$ cat src/kms_pkg.sv
package kms_pkg;

	// register offsets on the 8-bit register port
	localparam logic [7:0] ADDR_COLUMN      = 8'hD1;
	localparam logic [7:0] ADDR_ROW         = 8'hD2;
	localparam logic [7:0] ADDR_TIMING      = 8'hD3;
	localparam logic [7:0] ADDR_CTRL_STATUS = 8'hD4;
	localparam logic [7:0] ADDR_DIMENSIONS  = 8'hD5;
	localparam logic [7:0] ADDR_ORDER_LOW   = 8'hD6;
	localparam logic [7:0] ADDR_ORDER_HIGH  = 8'hD7;
	localparam logic [7:0] ADDR_EV_STATUS   = 8'hD8;
	localparam logic [7:0] ADDR_EV_CLEAR    = 8'hD9;
	localparam logic [7:0] ADDR_EV_ENABLE   = 8'hDA;

	// reset values
	localparam logic [4:0] RST_COLUMN      = 5'h1F;
	localparam logic [5:0] RST_ROW         = 6'h3F;
	localparam logic [7:0] RST_TIMING      = 8'h00;
	localparam logic [7:0] RST_DIMENSIONS  = 8'h00;
	localparam logic [7:0] RST_ORDER       = 8'h00;
	localparam logic [1:0] RST_EV          = 2'h0;

	// control/status bit positions
	localparam int BIT_IRQ_ENABLE = 0;
	localparam int BIT_KEY_FOUND  = 1;
	localparam int BIT_AUTO_SCAN  = 2;
	localparam int BIT_TICK_LEVEL = 3;

	// timing field layout
	localparam int SCAN_LSB = 0;
	localparam int DB_LSB   = 2;

	// dimensions field layout
	localparam int COLCNT_LSB = 0;
	localparam int ROWCNT_LSB = 3;

	// event status bits
	localparam int EV_VALID   = 0;
	localparam int EV_INVALID = 1;

	localparam logic [2:0] MAX_COLS = 3'h5;
	localparam logic [2:0] MAX_ROWS = 3'h6;

	// debounce steps of 4 ticks, code 0 means 64 steps
	localparam logic [8:0] DB_MAX_TICKS   = 9'h100;
	localparam logic [8:0] SCAN_MAX_TICKS = 9'h004;

	// keypad tick period and clock rate
	localparam int unsigned TICK_PERIOD_NS = 1000000;
	localparam int unsigned CLK_PERIOD_NS  = 10;
	localparam int unsigned TICK_CYCLES    = TICK_PERIOD_NS / CLK_PERIOD_NS;

	typedef struct packed {
		logic [7:0] addr;
		logic [7:0] wdata;
		logic       wr;
		logic       rd;
	} kms_bus_t;

	typedef enum logic [2:0] {
		KMS_IDLE    = 3'b000,
		KMS_DBPRESS = 3'b001,
		KMS_SCAN    = 3'b010,
		KMS_WAITREL = 3'b011,
		KMS_DBREL   = 3'b100
	} kms_state_t;

endpackage

$ cat src/kms_tick_gen.sv
`timescale 1ns/1ns
`default_nettype none

module kms_tick_gen #(
	parameter int unsigned DIV = 100000
) (
	input  wire logic mclk,
	input  wire logic rst_n,
	input  wire logic enable,
	output logic      tick,
	output logic      level
);

	localparam int W = $clog2(DIV);

	logic [W-1:0] cnt;

	wire wrap = (cnt == W'(DIV - 1));
	wire firstHalf = (cnt < W'(DIV / 2));

	// a stopped tick freezes scanning and debouncing, not the row edge flag
	always_ff @(posedge mclk or negedge rst_n) begin
		if (!rst_n) begin
			cnt   <= '0;
			tick  <= 1'b0;
			level <= 1'b0;
		end else if (!enable) begin
			cnt   <= '0;
			tick  <= 1'b0;
			level <= 1'b0;
		end else begin
			cnt   <= wrap ? '0 : cnt + W'(1);
			tick  <= wrap;
			level <= firstHalf;
		end
	end

endmodule

`default_nettype wire

$ cat src/kms_scanner.sv
// Local design decision: the address-and-strobe port.
`timescale 1ns/1ns
`default_nettype none

// How it works
// - debounce: code times 4 ms; zero gives 256
// - scan step: codes 1-3 ms, 0 gives 4
// - tick level readable in control/status bit
// - auto scan enable runs scanning, else bypass
// - valid single key sets flag, stores location
// - bypass: row fall from all-high sets flag
// - reading control/status clears the flag
// - bypass edge detect works without the tick
// - interrupt gated by enable, flag set regardless
// - dimensions only used in auto scan mode
// - idle drives columns low, debounces first press
// - one column at a time; multi-press sets only the invalid event
// - wait release, debounce it, restart if pressed
// - bypass columns follow column register
module kms_scanner #(
	parameter int unsigned TICK_CYCLES = kms_pkg::TICK_CYCLES
) (
	input  wire logic             mclk,
	input  wire logic             rst_n,
	input  wire kms_pkg::kms_bus_t busReq,
	output logic [7:0]            rdata,
	input  wire logic             tickEnable,
	input  wire logic [5:0]       rowPins,
	output logic [4:0]            colOut,
	output logic                  irq
);

	function automatic logic [4:0] colLow(input logic [2:0] i);
		colLow = ~(5'h01 << i);
	endfunction

	function automatic logic [5:0] rowLow(input logic [2:0] i);
		rowLow = ~(6'h01 << i);
	endfunction

	function automatic logic [2:0] orderField(input logic [14:0] o, input logic [2:0] i);
		orderField = o[i * 3 +: 3];
	endfunction

	logic [4:0]          columnValue;
	logic [5:0]          rowValue;
	logic [7:0]          timing;
	logic [7:0]          dimensions;
	logic [7:0]          orderLow;
	logic [7:0]          orderHigh;
	logic                autoScan;
	logic                keyIrqEnable;
	logic                keyFoundFlag;
	logic [1:0]          evStat;
	logic [1:0]          evEn;
	logic [5:0]          rowMeta;
	logic [5:0]          rowSync;
	logic                rowPrevAllHigh;
	logic [8:0]          cnt;
	logic [2:0]          colIdx;
	logic [2:0]          rowIdx;
	logic [1:0]          hits;
	logic [2:0]          foundCol;
	logic [2:0]          foundRow;
	kms_pkg::kms_state_t state;
	kms_pkg::kms_state_t next_state;
	logic                load;
	logic [8:0]          loadVal;
	logic                tick;
	logic                tickLevel;

	kms_tick_gen #(
		.DIV(TICK_CYCLES)
	) u_tick (
		.mclk  (mclk),
		.rst_n (rst_n),
		.enable(tickEnable),
		.tick  (tick),
		.level (tickLevel)
	);

	// bus decode
	wire wrCol    = busReq.wr && (busReq.addr == kms_pkg::ADDR_COLUMN);
	wire wrTiming = busReq.wr && (busReq.addr == kms_pkg::ADDR_TIMING);
	wire wrCtrl   = busReq.wr && (busReq.addr == kms_pkg::ADDR_CTRL_STATUS);
	wire wrDims   = busReq.wr && (busReq.addr == kms_pkg::ADDR_DIMENSIONS);
	wire wrOrdLo  = busReq.wr && (busReq.addr == kms_pkg::ADDR_ORDER_LOW);
	wire wrOrdHi  = busReq.wr && (busReq.addr == kms_pkg::ADDR_ORDER_HIGH);
	wire wrEvClr  = busReq.wr && (busReq.addr == kms_pkg::ADDR_EV_CLEAR);
	wire wrEvEn   = busReq.wr && (busReq.addr == kms_pkg::ADDR_EV_ENABLE);
	wire rdCtrl   = busReq.rd && (busReq.addr == kms_pkg::ADDR_CTRL_STATUS);

	// timing and size decode
	wire [5:0] dbCode = timing[kms_pkg::DB_LSB +: 6];
	wire [1:0] scCode = timing[kms_pkg::SCAN_LSB +: 2];
	wire [8:0] dbTicks = (dbCode == 6'h00) ? kms_pkg::DB_MAX_TICKS
		: {1'b0, dbCode, 2'b00};
	wire [8:0] scanTicks = (scCode == 2'h0) ? kms_pkg::SCAN_MAX_TICKS
		: {7'h00, scCode};
	wire [2:0] colCnt = dimensions[kms_pkg::COLCNT_LSB +: 3];
	wire [2:0] rowCnt = dimensions[kms_pkg::ROWCNT_LSB +: 3];
	// out-of-range sizes fall back to the full matrix
	wire [2:0] colsEff = (colCnt == 3'h0 || colCnt > kms_pkg::MAX_COLS)
		? kms_pkg::MAX_COLS : colCnt;
	wire [2:0] rowsEff = (rowCnt == 3'h0 || rowCnt > kms_pkg::MAX_ROWS)
		? kms_pkg::MAX_ROWS : rowCnt;
	wire [6:0] rowMaskW = (7'h01 << rowsEff) - 7'h01;
	wire [5:0] rowsUsed = rowSync | ~rowMaskW[5:0];
	wire       anyLow = ~&rowsUsed;
	wire       rawAllHigh = &rowSync;

	// scan step decode
	wire [14:0] order = {orderHigh[6:0], orderLow};
	wire [2:0]  curCol = orderField(order, colIdx);
	wire        expire = tick && (cnt == 9'h001);
	wire        rowLowHere = ~rowSync[rowIdx];
	wire        lastRow = (rowIdx == rowsEff - 3'h1);
	wire        lastStep = lastRow && (colIdx == colsEff - 3'h1);
	wire [1:0]  next_hits = (rowLowHere && hits != 2'h2) ? hits + 2'h1 : hits;
	wire        scanEnd = (state == kms_pkg::KMS_SCAN) && expire && lastStep;
	wire        validDone = scanEnd && (next_hits == 2'h1);
	wire        invalidDone = scanEnd && (next_hits == 2'h2);
	wire [2:0]  validCol = rowLowHere ? curCol : foundCol;
	wire [2:0]  validRow = rowLowHere ? rowIdx : foundRow;
	wire [4:0]  validColBits = colLow(validCol);
	wire [5:0]  validRowBits = rowLow(validRow);

	// flag and interrupt
	wire       rowEdge = !autoScan && rowPrevAllHigh && !rawAllHigh;
	wire       setKf = validDone || rowEdge;
	wire [1:0] evSet = {invalidDone, validDone};
	wire [1:0] evClr = wrEvClr ? busReq.wdata[1:0] : 2'h0;
	assign irq = (keyFoundFlag && keyIrqEnable) || (|(evStat & evEn));

	wire [4:0] next_colOut = !autoScan ? columnValue
		: (state == kms_pkg::KMS_SCAN) ? colLow(curCol) : 5'h00;

	wire [7:0] ctrlRead = {4'h0, tickLevel, autoScan, keyFoundFlag, keyIrqEnable};
	wire [7:0] readMux =
		(busReq.addr == kms_pkg::ADDR_COLUMN)      ? {3'h0, columnValue} :
		(busReq.addr == kms_pkg::ADDR_ROW)         ? {2'h0, autoScan ? rowValue : rowSync} :
		(busReq.addr == kms_pkg::ADDR_TIMING)      ? timing :
		(busReq.addr == kms_pkg::ADDR_CTRL_STATUS) ? ctrlRead :
		(busReq.addr == kms_pkg::ADDR_DIMENSIONS)  ? dimensions :
		(busReq.addr == kms_pkg::ADDR_ORDER_LOW)   ? orderLow :
		(busReq.addr == kms_pkg::ADDR_ORDER_HIGH)  ? orderHigh :
		(busReq.addr == kms_pkg::ADDR_EV_STATUS)   ? {6'h00, evStat} :
		(busReq.addr == kms_pkg::ADDR_EV_ENABLE)   ? {6'h00, evEn} : 8'h00;

	always_comb begin
		next_state = state;
		load = 1'b0;
		loadVal = dbTicks;
		case (state)
			kms_pkg::KMS_IDLE: begin
				if (anyLow) begin
					next_state = kms_pkg::KMS_DBPRESS;
					load = 1'b1;
				end
			end
			kms_pkg::KMS_DBPRESS: begin
				if (expire && anyLow) begin
					next_state = kms_pkg::KMS_SCAN;
					load = 1'b1;
					loadVal = scanTicks;
				end else if (expire) begin
					next_state = kms_pkg::KMS_IDLE;
				end
			end
			kms_pkg::KMS_SCAN: begin
				if (expire) begin
					load = 1'b1;
					loadVal = scanTicks;
					if (lastStep) begin
						next_state = kms_pkg::KMS_WAITREL;
					end
				end
			end
			kms_pkg::KMS_WAITREL: begin
				if (!anyLow) begin
					next_state = kms_pkg::KMS_DBREL;
					load = 1'b1;
				end
			end
			kms_pkg::KMS_DBREL: begin
				if (anyLow) begin
					load = 1'b1;
				end else if (expire) begin
					next_state = kms_pkg::KMS_IDLE;
				end
			end
			default: begin
				next_state = kms_pkg::KMS_IDLE;
			end
		endcase
		if (!autoScan) begin
			next_state = kms_pkg::KMS_IDLE;
			load = 1'b0;
		end
	end

	always_ff @(posedge mclk or negedge rst_n) begin
		if (!rst_n) begin
			rowMeta <= kms_pkg::RST_ROW;
			rowSync <= kms_pkg::RST_ROW;
			rowPrevAllHigh <= 1'b1;
		end else begin
			rowMeta <= rowPins;
			rowSync <= rowMeta;
			rowPrevAllHigh <= rawAllHigh;
		end
	end

	always_ff @(posedge mclk or negedge rst_n) begin
		if (!rst_n) begin
			state <= kms_pkg::KMS_IDLE;
			cnt <= 9'h000;
		end else begin
			state <= next_state;
			if (load) begin
				cnt <= loadVal;
			end else if (tick && cnt != 9'h000) begin
				cnt <= cnt - 9'h001;
			end
		end
	end

	always_ff @(posedge mclk or negedge rst_n) begin
		if (!rst_n) begin
			colIdx <= 3'h0;
			rowIdx <= 3'h0;
			hits <= 2'h0;
			foundCol <= 3'h0;
			foundRow <= 3'h0;
		end else if (state != kms_pkg::KMS_SCAN) begin
			colIdx <= 3'h0;
			rowIdx <= 3'h0;
			hits <= 2'h0;
		end else if (expire) begin
			hits <= next_hits;
			foundCol <= validCol;
			foundRow <= validRow;
			rowIdx <= lastRow ? 3'h0 : rowIdx + 3'h1;
			colIdx <= lastRow ? colIdx + 3'h1 : colIdx;
		end
	end

	// hardware result wins over a simultaneous software write
	always_ff @(posedge mclk or negedge rst_n) begin
		if (!rst_n) begin
			columnValue <= kms_pkg::RST_COLUMN;
			rowValue <= kms_pkg::RST_ROW;
		end else if (validDone) begin
			columnValue <= validColBits;
			rowValue <= validRowBits;
		end else if (wrCol) begin
			columnValue <= busReq.wdata[4:0];
		end
	end

	always_ff @(posedge mclk or negedge rst_n) begin
		if (!rst_n) begin
			timing <= kms_pkg::RST_TIMING;
			dimensions <= kms_pkg::RST_DIMENSIONS;
			orderLow <= kms_pkg::RST_ORDER;
			orderHigh <= kms_pkg::RST_ORDER;
			autoScan <= 1'b0;
			keyIrqEnable <= 1'b0;
			evEn <= kms_pkg::RST_EV;
		end else begin
			if (wrTiming) timing <= busReq.wdata;
			if (wrDims) dimensions <= busReq.wdata;
			if (wrOrdLo) orderLow <= busReq.wdata;
			if (wrOrdHi) orderHigh <= busReq.wdata;
			if (wrEvEn) evEn <= busReq.wdata[1:0];
			if (wrCtrl) begin
				autoScan <= busReq.wdata[kms_pkg::BIT_AUTO_SCAN];
				keyIrqEnable <= busReq.wdata[kms_pkg::BIT_IRQ_ENABLE];
			end
		end
	end

	// set beats the read clear so a coincident key is not lost
	always_ff @(posedge mclk or negedge rst_n) begin
		if (!rst_n) begin
			keyFoundFlag <= 1'b0;
			evStat <= kms_pkg::RST_EV;
			rdata <= 8'h00;
			colOut <= kms_pkg::RST_COLUMN;
		end else begin
			keyFoundFlag <= setKf || (keyFoundFlag && !rdCtrl);
			evStat <= evSet | (evStat & ~evClr);
			rdata <= busReq.rd ? readMux : 8'h00;
			colOut <= next_colOut;
		end
	end
endmodule

`default_nettype wire

$ cat config.mk
export PLATFORM = sky130hd
export DESIGN_NAME = kms_scanner
export DESIGN_NICKNAME = d
export VERILOG_FILES = /design/src/kms_pkg.sv /design/src/kms_tick_gen.sv /design/src/kms_scanner.sv
export SDC_FILE = /design/constraint.sdc
export NUM_CORES = 1
export LEC_CHECK = 0
export ABC_AREA = 1
export BUFFER_PORTS_ARGS = -buffer_cell sky130_fd_sc_hd__buf_4
export CELL_PAD_IN_SITES_DETAIL_PLACEMENT = 1
export CELL_PAD_IN_SITES_GLOBAL_PLACEMENT = 1
export CORE_MARGIN = 5
export CORE_UTILIZATION = 46
export CTS_CLUSTER_DIAMETER = 120
export DETAILED_ROUTE_END_ITERATION = 8
export PLACE_DENSITY = 0.82
export SLEW_MARGIN = 20
export SYNTH_ARGS = -nofsm -noshare
export SYNTH_HDL_FRONTEND = slang
export SYNTH_SLANG_ARGS = --single-unit
$ cat constraint.sdc
create_clock -name mclk -period 3 [get_ports mclk]
set_input_delay 0 -clock mclk [delete_from_list [all_inputs] [get_ports mclk]]
set_output_delay 0 -clock mclk [all_outputs]
set_load 0.02 [all_outputs]
==> results.yml <==
setup_path:
  critPathLaunchType: "flop"
  crit_required_ps: 3310
  arrival_ps: 3080
  crit_type: "flop to flop"
  path_max_fanout: 17
  endpoint_kind: "flop"
placement:
  gp_congestion: 0.8968
  io_buffers: 40
  pre_cts_slack_ps: 181.0
  place_inst: 1080
  hpwl_um: 15060
  place_area_sq_um: 7118
die:
  floorplan.rows: 44
  die_w_um: 130.3
  core_sq_um: 14370
  dieArea_sq_um: 16980
  initial_core_util_pct: 46.35
  die_h_um: 130.3
  io_pins: 41
timing:
  fin_crit_sh_pct: 92.14
  tightest_slew_ps: 838.4
  max_freq_mhz: 361.7
  skew_ps: 7.518
  final_hold_viol_count: 0
  finalMaxSlewViolations: 0
  fin_crit_ps: 2764
  holdWs_ps: 82.27
  rsz0062_at_grt: "false"
  fin_ws_ps: 235.7
  relSlewSlack_pct: 44.11
  setup_viol: 0
  tns_ps: 0
final_layout:
  fin_nets: 973
  drive_gt1_share_pct: 14.77
  fin_cells: 1132
  diodes: 0
  syn_to_final_growth_pct: 19.12
  postLayoutCellArea_sq_um: 7934
cts:
  clk_latency_ps: 430
  cts_inserted_buffers: 17
  cts_tree: "yes"
  htree_levels: 4
  root_buffer: "clkbuf_16"
  clkSlewWorstSetupHoldPaths_ps: 60
  clock_sinks: 121
  cts_max_path_buffers: 2
min_path:
  min_path_type: "input port to flop"
route:
  viasPerCell: 5.480
  dr.pass1.iters: 5
  routed_wirelength_um: 21060
  final_antenna_net_count: 0
  vias: 6203
  wire_per_inst_um: 18.61
  drc: 0
  drt-initial-drc-count: 385
power_and_ir_drop:
  power_density_nw_per_um2: 577.5
  vdd_drop_max_mv: 0.4364
  leakage_nw: 3.686
synth:
  yosys-top-cells-count: "nand2_1 (246), inv_1 (105), dfrtp_1 (92), o21ai_0 (89), nor2_1 (78)"
  ys_types: 40
  synth-edff-count: 0
  synth_xor_area_share_pct: 2.104
  synth_area_per_cell_sq_um: 7.682
  synth_top_family_by_area: "simple AND/OR/NAND/NOR gates"
  ys_top_cells_by_area: "dfrtp_1 (35%), nand2_1 (14%), dfstp_2 (11%), o21ai_0 (6.7%), inv_1 (5.9%)"
  synth_fp_nets: 905
  synth-adder-area-share_pct: 2.067
  synth_compound_area_share_pct: 11.95
  synth_cells: 867
  synth_most_common_cell: "nand2_1"
  synth_top_area_cell: "dfrtp_1"
  muxShareOfSynthArea_pct: 0.1503
  async_reset_ff_share_pct: 100.0
  ys.flop_type: "dfrtp_1"
  syn_area_sq_um: 6660
  ys_ff_latch: 121
  synth_top_area_share_pct: 34.57
  synth_simple_gate_area_share_pct: 29.81
  yosys_warnings: 0
  seq_area_frac_synth_pct: 46.01
global_routing:
  gr-total-overflow: 0
  grt_usage_pct: 26.00
  grt_max_degree: 64
  antenna_found_initial: 0
  grt_pass1_wl_um: 33870
  first_global_vias: 6482
flow_run:
  cap_violations: 0
outcome:
  outcome: "completed"
==> where the power goes <==
group / internal (mW) / switching, mW / leakage [nW]
registers: 1.75 / 0.114 / 1.55
logic: 0.210 / 0.359 / 1.85
clock network: 1.32 / 0.829 / 0.291
==> cell type report <==
type | instances | area, sq um
fill | 1766 | 6435
multi-input combinational | 620 | 3073
sequential | 121 | 3064
timing repair buffer | 66 | 540.5
clock buffer | 17 | 425.4
inverter | 109 | 409.1
tap | 184 | 230.2
clock inverter | 15 | 191.4
==> path summary, 6_finish.rpt <==
kind	start	slack, ps	endpoint	cells past startpoint
worst min register to register	rowMeta[5]	350	rowSync[5]	0
worst max register to register	dimensions[5]	240	cnt[1]	15
worst max-delay path	dimensions[5]	240	cnt[1]	15
min in group asynchronous	rst_n	220	cnt[4]	2
max in group asynchronous	rst_n	1910	orderLow[3]	3
worst min-delay path	busReq[13]	80	evStat[0]	6
==> stage by stage <==
step / power (mW) / util (%)
2_1_floorplan: 2.211 / -
3_3_place_gp: 2.383 / 49.54
3_5_place_dp: 2.425 / 49.54
4_1_cts: 4.597 / 55.09
5_1_grt: 4.774 / 55.22
6_report: 4.582 / 55.22
==> routing by layer <==
layer / track usage [%] / wire (um)
met1: 31.75 / 8883
met2: 45.56 / 10670
met3: 4.666 / 917
met4: 10.15 / 589
met5: 0 / 0
==> sequential cells by signal (all words and copies together) (netlist names), 2 cells and up <==
| signal | cells |
|---|---|
| columnValue | 5 |
| rdata | 8 |
| colOut | 5 |
| foundRow | 3 |
| timing | 8 |
| orderLow | 8 |
| rowSync | 6 |
| dimensions | 8 |
| evEn | 2 |
| u_tick.cnt | 17 |
| cnt | 9 |
| foundCol | 3 |
| rowIdx | 3 |
| state | 3 |
| colIdx | 3 |
| rowMeta | 6 |
| orderHigh | 8 |
| rowValue | 6 |
| hits | 2 |
| evStat | 2 |
==> timing repair <==
action                     CTS  global route
setup endpoints to repair    0             7
hold buffers                18             0
gates resized for setup      0             1
setup buffers                0             2
hold endpoints to repair    96             0
==> layout by cell type, fill, tap and decap left out, types with 6 or more instances in the layout <==
master / netlist / routed
a21oi_1: 27 / 26
buf_4: 1 / 48
nor2_1: 78 / 78
o21ai_1: 8 / 8
nand4_1: 16 / 16
inv_1: 105 / 105
dlygate4sd3_1: 0 / 18
xnor2_1: 7 / 7
nand3_2: 7 / 7
nand2_1: 246 / 246
xor2_1: 9 / 9
dfrtp_1: 92 / 92
clkbuf_16: 0 / 17
nand3_1: 56 / 56
nor3b_1: 6 / 6
o22ai_1: 6 / 6
ha_1: 11 / 11
o21ai_0: 89 / 89
nor3_1: 20 / 20
dfstp_2: 29 / 29
==> worst max-delay path, stage by stage, from the launching register on <==
cell     delay, ps
dfrtp_1        410
inv_1          160
a21oi_2        220
ha_1           250
nand3_4        100
ha_1           310
nor2_1         170
a21oi_4         60
nand3_4        110
nand2_1         60
nand2_1        190
nand2_4         70
nand2_4        180
o21ai_0        170
nand2_1        120
nand2_1         50
==> cells by family after synthesis <==
group                      count (synthesis)
adders and majority gates                 11
xor gates and xnor gates                  16
AOI/OAI and AO/OA                        144
muxes                                      1
buffers and inverters                    126
DFF                                      121
and+or+nand+nor                          448
No activity file was read; power rests on OpenSTA's default activity.
